$ cat config.mk
export PLATFORM = sky130hd
export DESIGN_NAME = timer8_pwm_modes
export DESIGN_NICKNAME = d
export VERILOG_FILES = /design/src/logic/timer8_pkg.sv /design/src/logic/timer8_pwm_modes.sv
export SDC_FILE = /design/constraint.sdc
export NUM_CORES = 1
export LEC_CHECK = 0
export BUFFER_PORTS_ARGS = -buffer_cell sky130_fd_sc_hd__buf_4
export CAP_MARGIN = 0
export CORE_ASPECT_RATIO = 1.75
export CORE_MARGIN = 2
export CORE_UTILIZATION = 58
export CTS_CLUSTER_SIZE = 25
export DETAILED_ROUTE_END_ITERATION = 16
export GPL_ROUTABILITY_DRIVEN = 0
export PLACE_DENSITY = 0.84
export SYNTH_ARGS = -nofsm -noshare
export SYNTH_HDL_FRONTEND = slang
export SYNTH_SLANG_ARGS = --single-unit
export TNS_END_PERCENT = 50
$ cat constraint.sdc
create_clock -name pclk -period 8.3 [get_ports pclk]
set_input_delay 0.83 -clock pclk [delete_from_list [all_inputs] [get_ports pclk]]
set_output_delay 0.83 -clock pclk [all_outputs]
set_load 0.03 [all_outputs]
$ cat src/logic/timer8_pkg.sv
// Operation
// - mode select 3 or 7 runs fast PWM, single up slope.
// - fast PWM top is 0xFF for mode 3, compare A for 7.
// - fast PWM changes output on match, opposite change at TOP to BOTTOM.
// - fast PWM counts up to TOP, then clears on next tick.
// - fast PWM sets wrap flag whenever counter reaches TOP.
// - compare mode two gives non-inverted PWM, three inverted.
// - channel A mode one with high mode bit toggles on match; B never.
// - output state reaches the pin only when pin direction is output.
// - fixed-top fast period 256 ticks; tick divides clock by 1..1024.
// - fast compare A BOTTOM gives spike, MAX gives constant level.
// - fast compares double buffered; toggle with compare A zero gives half-clock square wave.
// - mode 1 or 5 runs phase-correct, top 0xFF or compare A.
// - phase-correct clears on up match, sets on down match; inverted reverse.
// - phase-correct reverses at TOP, holding TOP for one tick.
// - phase-correct sets wrap flag when counter reaches BOTTOM.
// - fixed-top phase-correct period is 510 ticks.
// - phase-correct BOTTOM compare gives constant low, MAX constant high.
// - leaving MAX forces up-match result at period start.
// - a missed up-counting match still applies its output change.
// - fully synchronous; tick is only a clock enable.
// - compare mode zero leaves output state alone, pin under port.
// - counter is 8 bits, MAX 0xFF, BOTTOM 0x00.
package timer8_pkg;
  localparam int unsigned CNT_W = 8;
  localparam logic [7:0] CNT_MAX = 8'hFF;
  localparam logic [7:0] CNT_BOTTOM = 8'h00;
  localparam logic [7:0] CNT_ONE = 8'h01;
  // mode select values
  localparam logic [2:0] MODE_PC_FIX = 3'h1;
  localparam logic [2:0] MODE_FAST_FIX = 3'h3;
  localparam logic [2:0] MODE_PC_VAR = 3'h5;
  localparam logic [2:0] MODE_FAST_VAR = 3'h7;
  // compare output modes
  localparam logic [1:0] COM_OFF = 2'h0;
  localparam logic [1:0] COM_TOGGLE = 2'h1;
  localparam logic [1:0] COM_CLEAR = 2'h2;
  localparam logic [1:0] COM_SET = 2'h3;
  // prescale selects and divider masks
  localparam int unsigned PRE_W = 10;
  localparam logic [2:0] PRE_STOP = 3'h0;
  localparam logic [2:0] PRE_1 = 3'h1;
  localparam logic [2:0] PRE_8 = 3'h2;
  localparam logic [2:0] PRE_64 = 3'h3;
  localparam logic [2:0] PRE_256 = 3'h4;
  localparam logic [2:0] PRE_1024 = 3'h5;
  localparam logic [9:0] MASK_1 = 10'h000;
  localparam logic [9:0] MASK_8 = 10'h007;
  localparam logic [9:0] MASK_64 = 10'h03F;
  localparam logic [9:0] MASK_256 = 10'h0FF;
  localparam logic [9:0] MASK_1024 = 10'h3FF;
  // register byte offsets
  localparam logic [7:0] OFF_CTRL = 8'h00;
  localparam logic [7:0] OFF_CMPA = 8'h04;
  localparam logic [7:0] OFF_CMPB = 8'h08;
  localparam logic [7:0] OFF_COUNT = 8'h0C;
  localparam logic [7:0] OFF_STATUS = 8'h10;
  localparam logic [7:0] OFF_PORT = 8'h14;
  localparam int unsigned ST_WRAP = 0;
  localparam int unsigned ST_DIR = 1;
  localparam logic [9:0] CTRL_RESET = 10'h000;
  localparam logic [3:0] PORT_RESET = 4'h0;

  typedef enum logic {DIR_UP = 1'b0, DIR_DOWN = 1'b1} dir_type;

  typedef struct packed {
    logic [2:0] prescale_sel;
    logic [1:0] compare_out_mode_a;
    logic [1:0] compare_out_mode_b;
    logic [2:0] waveform_mode_sel;
  } ctrl_type;

  typedef struct packed {
    logic port_b;
    logic port_a;
    logic dir_b;
    logic dir_a;
  } port_type;
endpackage : timer8_pkg

$ cat src/logic/timer8_pwm_modes.sv
// The placing of the registers and the APB interface to the registers were left to the implementer.
`timescale 1ns/10ps
`default_nettype none
module timer8_pwm_modes
  import timer8_pkg::*;
(
  // clock and reset
  input wire logic pclk,
  input wire logic presetn,
  // apb slave
  input wire logic psel,
  input wire logic penable,
  input wire logic pwrite,
  input wire logic [7:0] paddr,
  input wire logic [31:0] pwdata,
  output logic [31:0] prdata,
  output logic pready,
  output logic pslverr,
  // overflow flag
  input wire logic wrap_ack,
  output logic wrap_flag,
  // waveform state
  output logic [CNT_W-1:0] count_value,
  output logic match_output_a,
  output logic match_output_b,
  // port pins
  output logic pin_a_out,
  output logic pin_a_oe,
  output logic pin_b_out,
  output logic pin_b_oe
);

  // ----------------------------------------
  // helpers
  // ----------------------------------------
  function automatic logic [9:0] pre_mask(input logic [2:0] sel);
    logic [9:0] m;
    case (sel)
      PRE_1: m = MASK_1;
      PRE_8: m = MASK_8;
      PRE_64: m = MASK_64;
      PRE_256: m = MASK_256;
      default: m = MASK_1024;
    endcase
    return m;
  endfunction : pre_mask

  // next internal output state for one channel on a timer tick
  function automatic logic oc_next(
    input logic oc,
    input logic [1:0] com,
    input logic tog_ok,
    input logic fast,
    input logic [7:0] cnt,
    input logic [7:0] ocr,
    input logic [7:0] top,
    input logic up,
    input logic sym
  );
    logic r;
    logic up_res;
    logic hit;
    r = oc;
    up_res = (com == COM_SET);
    hit = (cnt == ocr);
    // mode zero leaves the state alone
    if (com == COM_TOGGLE)
    begin
      if (tog_ok && hit)
        r = ~oc;
    end
    else if (com[1])
    begin
      if (fast)
      begin
        // opposite change at TOP; match at TOP ignored
        // BOTTOM gives spike, MAX constant level
        if (cnt == top)
          r = ~up_res;
        else if (hit)
          r = up_res;
      end
      else
      begin
        // leaving MAX forces up result at period start
        if (sym)
          r = up_res;
        // BOTTOM seen as up, TOP as down
        else if (hit)
          r = up ? up_res : ~up_res;
        else if (up && cnt > ocr)
          r = up_res;
      end
    end
    return r;
  endfunction : oc_next

  // ----------------------------------------
  // registers
  // ----------------------------------------
  ctrl_type ctrl_q, ctrl_d;
  port_type port_q, port_d;
  logic [31:0] prdata_q, prdata_d;
  logic wrap_q, wrap_d;
  logic [9:0] pre_q, pre_d;
  logic [7:0] cnt_q, cnt_d;
  dir_type dir_q, dir_d;
  logic [7:0] buf_q [2];
  logic [7:0] act_q [2];
  logic oc_q [2];
  logic lmax_q [2];

  logic wr_en;
  logic rd_setup;
  logic addr_hit;
  logic tick;
  logic mode_fast;
  logic mode_pc;
  logic mode_pwm;
  logic [7:0] top;
  logic at_top;
  logic at_bottom;
  logic up_eff;
  logic wrap_set;
  logic [2:0] mode;

  assign mode = ctrl_q.waveform_mode_sel;
  assign mode_fast = (mode == MODE_FAST_FIX) || (mode == MODE_FAST_VAR);
  assign mode_pc = (mode == MODE_PC_FIX) || (mode == MODE_PC_VAR);
  assign mode_pwm = mode_fast || mode_pc;
  // top select, fixed or compare A
  assign top = mode[2] ? act_q[0] : CNT_MAX;
  assign at_top = (cnt_q >= top);
  assign at_bottom = (cnt_q == CNT_BOTTOM);
  assign up_eff = at_bottom ? 1'b1 :
                  (at_top ? 1'b0 : (dir_q == DIR_UP));

  // ----------------------------------------
  // apb slave
  // ----------------------------------------
  assign wr_en = psel && penable && pwrite;
  assign rd_setup = psel && !penable;
  assign addr_hit = (paddr == OFF_CTRL) || (paddr == OFF_CMPA) ||
                    (paddr == OFF_CMPB) || (paddr == OFF_COUNT) ||
                    (paddr == OFF_STATUS) || (paddr == OFF_PORT);
  // zero wait states; unmapped access answers with an error
  assign pready = 1'b1;
  assign pslverr = psel && penable && !addr_hit;
  assign prdata = prdata_q;

  always_comb
  begin
    ctrl_d = ctrl_q;
    port_d = port_q;
    prdata_d = prdata_q;
    if (wr_en && paddr == OFF_CTRL)
      ctrl_d = ctrl_type'(pwdata[9:0]);
    if (wr_en && paddr == OFF_PORT)
      port_d = port_type'(pwdata[3:0]);
    // read data latched in setup so it comes from flops
    if (rd_setup)
    begin
      case (paddr)
        OFF_CTRL: prdata_d = {22'h000000, ctrl_q};
        OFF_CMPA: prdata_d = {24'h000000, buf_q[0]};
        OFF_CMPB: prdata_d = {24'h000000, buf_q[1]};
        OFF_COUNT: prdata_d = {24'h000000, cnt_q};
        OFF_STATUS: prdata_d = {30'h00000000, dir_q, wrap_q};
        OFF_PORT: prdata_d = {28'h0000000, port_q};
        default: prdata_d = 32'h00000000;
      endcase
    end
  end

  always_ff @(posedge pclk or negedge presetn)
  begin
    if (!presetn)
    begin
      ctrl_q <= ctrl_type'(CTRL_RESET);
      port_q <= port_type'(PORT_RESET);
      prdata_q <= 32'h00000000;
    end
    else
    begin
      ctrl_q <= ctrl_d;
      port_q <= port_d;
      prdata_q <= prdata_d;
    end
  end

  // ----------------------------------------
  // prescaler
  // ----------------------------------------
  // tick is the clock divided by 1, 8, 64, 256 or 1024
  // tick is only an enable, no derived clock
  assign pre_d = pre_q + 10'h001;
  assign tick = (ctrl_q.prescale_sel != PRE_STOP) &&
                (ctrl_q.prescale_sel <= PRE_1024) &&
                ((pre_q & pre_mask(ctrl_q.prescale_sel)) ==
                 pre_mask(ctrl_q.prescale_sel));

  always_ff @(posedge pclk or negedge presetn)
  begin
    if (!presetn)
      pre_q <= 10'h000;
    else
      pre_q <= pre_d;
  end

  // ----------------------------------------
  // counter, direction, wrap flag
  // ----------------------------------------
  always_comb
  begin
    cnt_d = cnt_q;
    dir_d = dir_q;
    wrap_set = 1'b0;
    if (tick && mode_fast)
    begin
      dir_d = DIR_UP;
      // count up to TOP, then clear
      // a count above TOP also clears to BOTTOM, no 8-bit wrap at MAX
      if (at_top)
        cnt_d = CNT_BOTTOM;
      else
        cnt_d = cnt_q + CNT_ONE;
      wrap_set = at_top;
    end
    else if (tick && mode_pc)
    begin
      // turn at TOP after one tick there
      // 255 up plus 255 down gives 510 ticks
      if (dir_q == DIR_UP)
      begin
        if (at_top)
        begin
          dir_d = DIR_DOWN;
          cnt_d = at_bottom ? CNT_BOTTOM : cnt_q - CNT_ONE;
        end
        else
          cnt_d = cnt_q + CNT_ONE;
      end
      else if (at_bottom)
      begin
        dir_d = DIR_UP;
        cnt_d = at_top ? CNT_BOTTOM : cnt_q + CNT_ONE;
      end
      else
        cnt_d = cnt_q - CNT_ONE;
      wrap_set = (dir_q == DIR_DOWN) && (cnt_d == CNT_BOTTOM);
    end
    if (wr_en && paddr == OFF_COUNT)
      cnt_d = pwdata[7:0];
    // sticky until ack or write of one; a set wins
    wrap_d = wrap_q;
    if (wrap_ack || (wr_en && paddr == OFF_STATUS && pwdata[ST_WRAP]))
      wrap_d = 1'b0;
    if (wrap_set)
      wrap_d = 1'b1;
  end

  always_ff @(posedge pclk or negedge presetn)
  begin
    if (!presetn)
    begin
      cnt_q <= CNT_BOTTOM;
      dir_q <= DIR_UP;
      wrap_q <= 1'b0;
    end
    else
    begin
      cnt_q <= cnt_d;
      dir_q <= dir_d;
      wrap_q <= wrap_d;
    end
  end

  // ----------------------------------------
  // compare channels, 0 is A, 1 is B
  // ----------------------------------------
  genvar ch;
  generate
    for (ch = 0; ch < 2; ch++)
    begin : g_chan
      logic [7:0] buf_d;
      logic [7:0] act_d;
      logic oc_d;
      logic lmax_d;
      logic [1:0] com;
      logic tog_ok;
      logic [7:0] wr_off;
      assign com = (ch == 0) ? ctrl_q.compare_out_mode_a :
                               ctrl_q.compare_out_mode_b;
      // toggle needs the high mode bit and channel A
      assign tog_ok = (ch == 0) && mode[2];
      assign wr_off = (ch == 0) ? OFF_CMPA : OFF_CMPB;

      always_comb
      begin
        buf_d = buf_q[ch];
        act_d = act_q[ch];
        oc_d = oc_q[ch];
        lmax_d = lmax_q[ch];
        if (wr_en && paddr == wr_off)
          buf_d = pwdata[7:0];
        if (!mode_pwm)
          act_d = buf_q[ch];
        else if (tick)
        begin
          oc_d = oc_next(oc_q[ch], com, tog_ok, mode_fast, cnt_q,
                         act_q[ch], top, up_eff,
                         lmax_q[ch] && at_bottom);
          if (at_bottom)
            lmax_d = 1'b0;
          // double buffered compare in PWM modes
          if (at_top)
          begin
            act_d = buf_q[ch];
            lmax_d = mode_pc && (act_q[ch] == CNT_MAX) &&
                     (buf_q[ch] != CNT_MAX);
          end
        end
      end

      always_ff @(posedge pclk or negedge presetn)
      begin
        if (!presetn)
        begin
          buf_q[ch] <= CNT_BOTTOM;
          act_q[ch] <= CNT_BOTTOM;
          oc_q[ch] <= 1'b0;
          lmax_q[ch] <= 1'b0;
        end
        else
        begin
          buf_q[ch] <= buf_d;
          act_q[ch] <= act_d;
          oc_q[ch] <= oc_d;
          lmax_q[ch] <= lmax_d;
        end
      end
    end
  endgenerate

  // ----------------------------------------
  // pin override
  // ----------------------------------------
  logic conn_a;
  logic conn_b;
  // mode zero, or a reserved one, keeps the port value
  assign conn_a = ctrl_q.compare_out_mode_a[1] ||
                  (ctrl_q.compare_out_mode_a == COM_TOGGLE && mode[2]);
  assign conn_b = ctrl_q.compare_out_mode_b[1];

  // pin driven only when its direction is output
  assign pin_a_oe = port_q.dir_a;
  assign pin_b_oe = port_q.dir_b;
  assign pin_a_out = port_q.dir_a &&
                     (conn_a ? oc_q[0] : port_q.port_a);
  assign pin_b_out = port_q.dir_b &&
                     (conn_b ? oc_q[1] : port_q.port_b);

  assign wrap_flag = wrap_q;
  assign count_value = cnt_q;
  assign match_output_a = oc_q[0];
  assign match_output_b = oc_q[1];

endmodule : timer8_pwm_modes
`default_nettype wire

==> impl_metrics.ini, run 1 <==
[run_status]
status = finished clean

[pwr]
report.power.total_mw = 0.8508
p_sw_frac = 0.2664
intPower_mw = 0.6241
power_switching_mw = 0.2267
pwr-share-seq = 0.475
irDropWorstVdd_mv = 0.1521
power.density_cell_area_nw_per_um2 = 150.5
total_leakage_power_nw = 2.542
clockPowerShare = 0.441
proportion_of_power_drawn_by_combinational_gates = 0.084

[clock_tree]
cts_repair_resizes = 0
clk_transition_reported_paths_ns = 0.07
cts_tree = yes
cts_buffer_depth = 2
cts_root_buffer = clkbuf_16
worst_skew_pair.late_latency_ns = 0.34
h-tree-depth = 3
postCtsSetupBuffers = 0
clkSinkCount = 80
numCtsBuffers = 9
post_cts_hold_buffer_count = 0

[grt]
grt.overflow.total = 0
gr-usage-met3 = 0.04416
antenna_found_initial = 0
grt_util_met2 = 0.5122
first_global_vias = 4184
pin_count_of_the_biggest_net_entering_global_routing = 81
grtUsageMet1 = 0.3528
global_route.peak_usage_layer = met2
grt_pass1_wl_um = 21510
track_usage = 0.3038

[floorplan]
io_pins = 95
initial_utilization = 0.5874
floorplan.die_area_sq_um = 9458
rows = 45
die_height_um = 127.2
die-width_um = 74.38
design.core.area_sq_um = 8558

[setup_path]
r2r_slack_ns = 5.03
path_common_cell = nand2_1
timing.critical_path.max_delay_family = simple AND/OR/NAND/NOR gates
critical_path_buffer_and_inverter_count = 1
critical_path.cell_chain = inv_1 > ha_1 > nand2b_4 > a2111oi_4 > o31ai_4 > nand2_1 > nand2_1 > mux2_2
worst_setup_path_start_kind = flip-flop
r2r-end = act_q[8]$_DFFE_PN0P_
worst_setup_path_startpoint = count_value[0]$_DFFE_PN0P_
cp.arrival_ns = 3.49
max_stage_delay_ns = 0.66
worstSetupPathType = reg -> reg
worst-path-max-fanout = 30
timing.critical_path.required_ns = 8.52
critical_path.reg2reg.startpoint = count_value[0]$_DFFE_PN0P_
crit_slowest_cell = nand2_1
worst_r2r_path_depth = 8
critical_path.endpoint_type = flip-flop

[timing]
fmaxAchievable_mhz = 306.2
min_period_over_period = 0.3935
unrepaired_setup_endpoints_after_global_routing = false
worstMarginPinSlew_ns = 0.9914
fin_skew_ns = 0.007694
tmin_final_ns = 3.266
slew_viol_final = 0
finalHoldViolCount = 0
max-slew-margin-rel = 0.3391
timing.final.setup_violations = 0
setup_tns_ns = 0

[synthesis]
synth_cell_type_count = 67
ys_seq_elements = 80
mappedNetlistArea_sq_um = 5027
dominant_combinational_cell_family_by_area_after_synthesis = compound AO/OA/AOI/OAI gates
async_flop_share = 1.000
ys_seq_area_frac = 0.3982
post_synth_main_area_contributors = dfrtp_1 40%, mux2_2 8.1%, ha_1 7.0%, o21ai_0 4.9%, nand2_1 4.7%
synth_edf_count = 0
synth-adder-area-share = 0.06969
synth_simple_gate_area_share = 0.1620
netlist.top_cell.by_area = dfrtp_1
yosys_top_cell_area_share = 0.3982
synth_compound_area_frac = 0.1725
synth_mux_area_frac = 0.09059
synthesis.area_per_instance_sq_um = 9.594
yosys.area_share.xor_xnor = 0.03484
yosys_most_used_dff = dfrtp_1
ys_warns = 0
synth_cells = 524

[final_layout]
fillerInstances = 688
post_route_cells_drive_above_1_share = 0.2025
area.growth.synth_to_final_pct = 12.42
final_nets = 637
antenna_cells = 0
layoutNonFillerInstCount = 685

[route]
vias_per_cell = 6.253
wl_per_cell_um = 19.80
firstDrtPassIters = 5
drt_drc_violations_left = 0
detailroute.via_count = 4283
first_iter_violations = 457
detail-route-antenna-nets = 0
wl_um = 13560

[min_path]
worst_hold_path.endpoint = pre_q[0]$_DFF_PN0_
hold-path-cell-count = 1
worstHoldPathType = reg -> reg
holdCritStartpoint = pre_q[0]$_DFF_PN0_

[placed_design]
dp.final_hpwl_um = 9780
io_buffers = 49
numPlacedInstances = 669

[flow_run]
cap_viol_max_count = 0
==> cell usage after synthesis (7+ instances only) <==
| cell type | number |
|---|---|
| nand3_1 | 13 |
| a22o_1 | 7 |
| a21oi_1 | 16 |
| nand2_1 | 63 |
| xor2_1 | 11 |
| dfrtp_1 | 80 |
| nor2_1 | 23 |
| inv_1 | 24 |
| ha_1 | 28 |
| clkbuf_1 | 13 |
| nand4_1 | 17 |
| nor2b_1 | 17 |
| buf_4 | 25 |
| mux2_2 | 36 |
| xnor2_1 | 9 |
| o21ai_0 | 49 |
==> area by class of cell <==
type,count,area [sq um],area share
multi-input combinational,397,2749,0.4864
sequential,80,2002,0.3542
timing repair buffer,51,382.9,0.06774
clock buffer,9,225.2,0.03985
tap,117,146.4,0.02590
inverter,24,90.09,0.01594
clock inverter,7,56.30,0.009962
==> routing by layer <==
layer / routed length, um / vias up / share of wire
li1: - / 1928 / -
met1: 4708 / 2058 / 0.35
met2: 7055 / 232 / 0.52
met3: 887 / 65 / 0.065
met4: 911 / 0 / 0.067
met5: 0 / - / 0
==> placed cells by master (no fill, tap or decap), types with 16 or more instances in the layout <==
cell and n:
ha_1 28, conb_1 23, o21ai_0 49, buf_4 51, nand4_1 17, nor2b_1 17, inv_1 24, nand2_1 63
a21oi_1 16, dfrtp_1 80, nor2_1 23, mux2_2 36
==> power groups by stage <==
stage	Sequential (mW)	Combinational (mW)	Clock [mW]
after floorplan	0.408	0.0507	0
after global placement	0.410	0.0685	0
after detailed placement	0.411	0.0706	0
after CTS	0.404	0.0712	0.377
after global routing	0.404	0.0784	0.394
final	0.404	0.0718	0.375
==> how the worst max path moves through the flow <==
stage,to,slack (ns),cells after the start
3_3_place_gp,act_q[0]$_DFFE_PN0P_,5.17,8
6_report,act_q[8]$_DFFE_PN0P_,5.03,8
4_1_cts,act_q[8]$_DFFE_PN0P_,5.07,8
2_1_floorplan,match_output_a$_DFFE_PN0P_,5.34,10
5_1_grt,match_output_a$_DFFE_PN0P_,4.88,9
3_5_place_dp,act_q[8]$_DFFE_PN0P_,5.09,8
==> through the flow <==
stage	hold slack, ns	instance area (sq um)	utilization	setup WS [ns]
2_1_floorplan	0.4394	5106	-	5.341
3_3_place_gp	0.4535	5370	0.6275	5.168
3_5_place_dp	0.4571	5370	0.6275	5.087
4_1_cts	0.4694	5652	0.6604	5.074
5_1_grt	0.4931	5652	0.6604	4.877
6_report	0.4735	5652	0.6604	5.034
==> flip-flops by register name, summed over array words and instances (netlist names), 2 cells and up <==
name / cells
act_q: 16
buf_q: 16
count_value: 8
ctrl_q: 3
g_chan.com: 4
lmax_q: 2
mode: 3
port_q: 2
prdata: 10
pre_q: 10
==> worst register-to-register path, cell delays in order, from the launching register on <==
cell and delay [ns]:
dfrtp_1 0.62, inv_1 0.27, ha_1 0.37, nand2b_4 0.14, a2111oi_4 0.08, o31ai_4 0.45
nand2_1 0.13, nand2_1 0.66, mux2_2 0.44
==> cells by family after synthesis <==
| family | after synthesis |
|---|---|
| compound gates | 126 |
| xor+xnor | 20 |
| fa+ha+maj | 28 |
| buf+inv | 68 |
| flops | 80 |
| mux | 41 |
| other cells | 2 |
| simple gates | 159 |
Power figures use the tool's default switching activity.
==> run 2: changes to the inputs <==
--- a/config.mk
+++ b/config.mk
@@ -5,15 +5,16 @@
 export SDC_FILE = /design/constraint.sdc
 export NUM_CORES = 1
 export LEC_CHECK = 0
+export ABC_AREA = 1
 export BUFFER_PORTS_ARGS = -buffer_cell sky130_fd_sc_hd__buf_4
 export CAP_MARGIN = 0
 export CORE_ASPECT_RATIO = 1.75
 export CORE_MARGIN = 2
-export CORE_UTILIZATION = 58
+export CORE_UTILIZATION = 57
 export CTS_CLUSTER_SIZE = 25
 export DETAILED_ROUTE_END_ITERATION = 16
 export GPL_ROUTABILITY_DRIVEN = 0
-export PLACE_DENSITY = 0.84
+export PLACE_DENSITY = 0.82
 export SYNTH_ARGS = -nofsm -noshare
 export SYNTH_HDL_FRONTEND = slang
 export SYNTH_SLANG_ARGS = --single-unit
==> constraint.sdc (replaced) <==
create_clock -name pclk -period 3.4 [get_ports pclk]
set_input_delay 0.34 -clock pclk [delete_from_list [all_inputs] [get_ports pclk]]
set_output_delay 0.34 -clock pclk [all_outputs]
set_load 0.03 [all_outputs]
==> impl_metrics.ini, run 2 <==
[grt]
antenna_found_initial = 0
track_usage = 0.3100
grt_pass1_wl_um = 24340
first_global_vias = 4914
grt.overflow.total = 0
pin_count_of_the_biggest_net_entering_global_routing = 81

[clock_tree]
postCtsSetupBuffers = 0
post_cts_hold_buffer_count = 0
worst_skew_pair.late_latency_ns = 0.34
cts_buffer_depth = 2
cts_tree = yes
cts_root_buffer = clkbuf_16
h-tree-depth = 3
cts_repair_resizes = 0
numCtsBuffers = 9
clk_transition_reported_paths_ns = 0.06
clkSinkCount = 80

[synthesis]
yosys_most_used_dff = dfrtp_1
synthesis.area_per_instance_sq_um = 7.601
synth_cells = 697
netlist.top_cell.by_area = dfrtp_1
synthMostInstantiatedCell = nand2_1
yosys_top_cell_area_share = 0.3779
post_synth_main_area_contributors = dfrtp_1 38%, nand2_1 12%, inv_1 6.7%, ha_1 6.6%, o21ai_0 4.3%
mappedNetlistArea_sq_um = 5298
ys_seq_area_frac = 0.3779
ys_seq_elements = 80
async_flop_share = 1.000
synth_edf_count = 0
ys_warns = 0
synth_cell_type_count = 46
leading_post_synthesis_cells_by_instance_count = 174 x nand2_1, 95 x inv_1, 80 x dfrtp_1, 59 x nor2_1, 45 x o21ai_0

[floorplan]
die_height_um = 131.5
io_pins = 95
die-width_um = 76.88
floorplan.die_area_sq_um = 10110
design.core.area_sq_um = 9036
initial_utilization = 0.5863
rows = 46

[setup_path]
r2r_slack_ns = 0.86
worstSetupPathType = reg -> reg
critical_path_buffer_and_inverter_count = 2
timing.critical_path.required_ns = 3.67
cp.arrival_ns = 2.81
timing.critical_path.max_delay_family = simple AND/OR/NAND/NOR gates
worst-path-max-fanout = 32
worst_setup_path_start_kind = flip-flop
crit_slowest_cell = dfrtp_1
max_stage_delay_ns = 0.44
path_common_cell = nor2_1
critical_path.cell_chain = inv_1 > ha_1 > nand2_1 > nor2_1 > and2_2 > nor2_8 > nand2_4 > a21oi_4 > buf_4 > nor2_1 > a21oi_2
critical_path.endpoint_type = flip-flop

[route]
vias_per_cell = 5.688
wl_per_cell_um = 17.19
detail-route-antenna-nets = 0
detailroute.via_count = 4983
firstDrtPassIters = 5
first_iter_violations = 484
drt_drc_violations_left = 0
wl_um = 15060

[pwr]
pwr-share-seq = 0.442
report.power.total_mw = 2.212
proportion_of_power_drawn_by_combinational_gates = 0.103
clockPowerShare = 0.455
irDropWorstVdd_mv = 0.3483
p_sw_frac = 0.2582
power_switching_mw = 0.5711
power.density_cell_area_nw_per_um2 = 367.8
total_leakage_power_nw = 3.128
intPower_mw = 1.641

[final_layout]
mostFrequentLayoutCells = 174 x nand2_1, 95 x inv_1, 80 x dfrtp_1
post_route_cells_drive_above_1_share = 0.1534
antenna_cells = 0
final_nets = 825
mostFrequentLayoutCell = nand2_1
largestRegisters = act_q x16, buf_q x16
area.growth.synth_to_final_pct = 13.51

[timing]
timing.final.ws_setup_ns = 0.8613
timing.final.setup_violations = 0
fmaxAchievable_mhz = 393.9
worstMarginPinSlew_ns = 1.009
max-slew-margin-rel = 0.3271
tmin_final_ns = 2.539
min_period_over_period = 0.7467
setup_tns_ns = 0
finalHoldViolCount = 0
slew_viol_final = 0
fin_skew_ns = 0.006679
unrepaired_setup_endpoints_after_global_routing = false
holdWs_ns = 0.1439

[placed_design]
io_buffers = 49
dp.final_hpwl_um = 11620
placement.setup.worst_slack_ns = 0.9246

[min_path]
worstHoldPathType = in -> async

[flow_run]
cap_viol_max_count = 0

[run_status]
status = finished clean
==> run 2: path summary, 6_finish.rpt <==
check	start	cells past startpoint	to
worst max-delay path	count_value[0]$_DFFE_PN0P_	11	act_q[5]$_DFFE_PN0P_
worst min-delay path	presetn	1	prdata[7]$_DFFE_PN0P_
worst max register to register	count_value[0]$_DFFE_PN0P_	11	act_q[5]$_DFFE_PN0P_
worst min register to register	pre_q[0]$_DFF_PN0_	1	pre_q[0]$_DFF_PN0_
max in group asynchronous	presetn	1	pre_q[8]$_DFF_PN0_
min in group pclk	pwdata[2]	3	count_value[2]$_DFFE_PN0P_
==> run 2: kinds of logic (layout without fill, tap and decap cells) <==
kind of cell    after synthesis  after routing  share of synthesized area
compound gates              132            132                     0.1566
other cells                   2             23                   0.001418
xor+xnor                     13             13                    0.02149
fa+ha+maj                    28             28                    0.06613
buf+inv                     134            172                     0.1157
simple gates                308            308                     0.2607
flops                        80             80                     0.3779
==> run 2: through the flow <==
step                      std cells    util  area, sq um
after CTS                       876  0.6655         6013
after detailed placement        860  0.6306         5698
after global routing            876  0.6655         6013
after floorplan                 718       -         5376
after global placement          860  0.6306         5698
final                           876  0.6655         6013
==> run 2: per-layer routing <==
| layer | GRT usage | part of all wire |
|---|---|---|
| met3 | 0.06456 | 0.066 |
| met2 | 0.5268 | 0.50 |
| met1 | 0.3246 | 0.35 |
| met5 | 0 | 0 |
| met4 | 0.2485 | 0.083 |
==> run 2: power by group through the flow <==
stage / combinational (mW) / sequential, mW / clock, mW
floorplan: 0.148 / 1.00 / 0
global placement: 0.217 / 0.995 / 0
detailed placement: 0.223 / 0.995 / 0
CTS: 0.225 / 0.978 / 1.01
global route: 0.250 / 0.979 / 1.06
finish: 0.228 / 0.978 / 1.01
==> run 2: worst register-to-register path: stages (launching register included) <==
cell and delay [ns]:
dfrtp_1 0.44, inv_1 0.33, ha_1 0.31, nand2_1 0.06, nor2_1 0.04, and2_2 0.24
nor2_8 0.18, nand2_4 0.11, a21oi_4 0.15, buf_4 0.38, nor2_1 0.12, a21oi_2 0.12
==> run 2: final cells by class <==
class                   count  area [sq um]
fillers                   744          3023
multi-input cells         504          2761
flip-flops and latches     80          2002
repair buffers             53         397.9
inverters                 103         386.6
clock buffers              11         252.7
well taps                 120         150.1
clock inverters             5         62.56
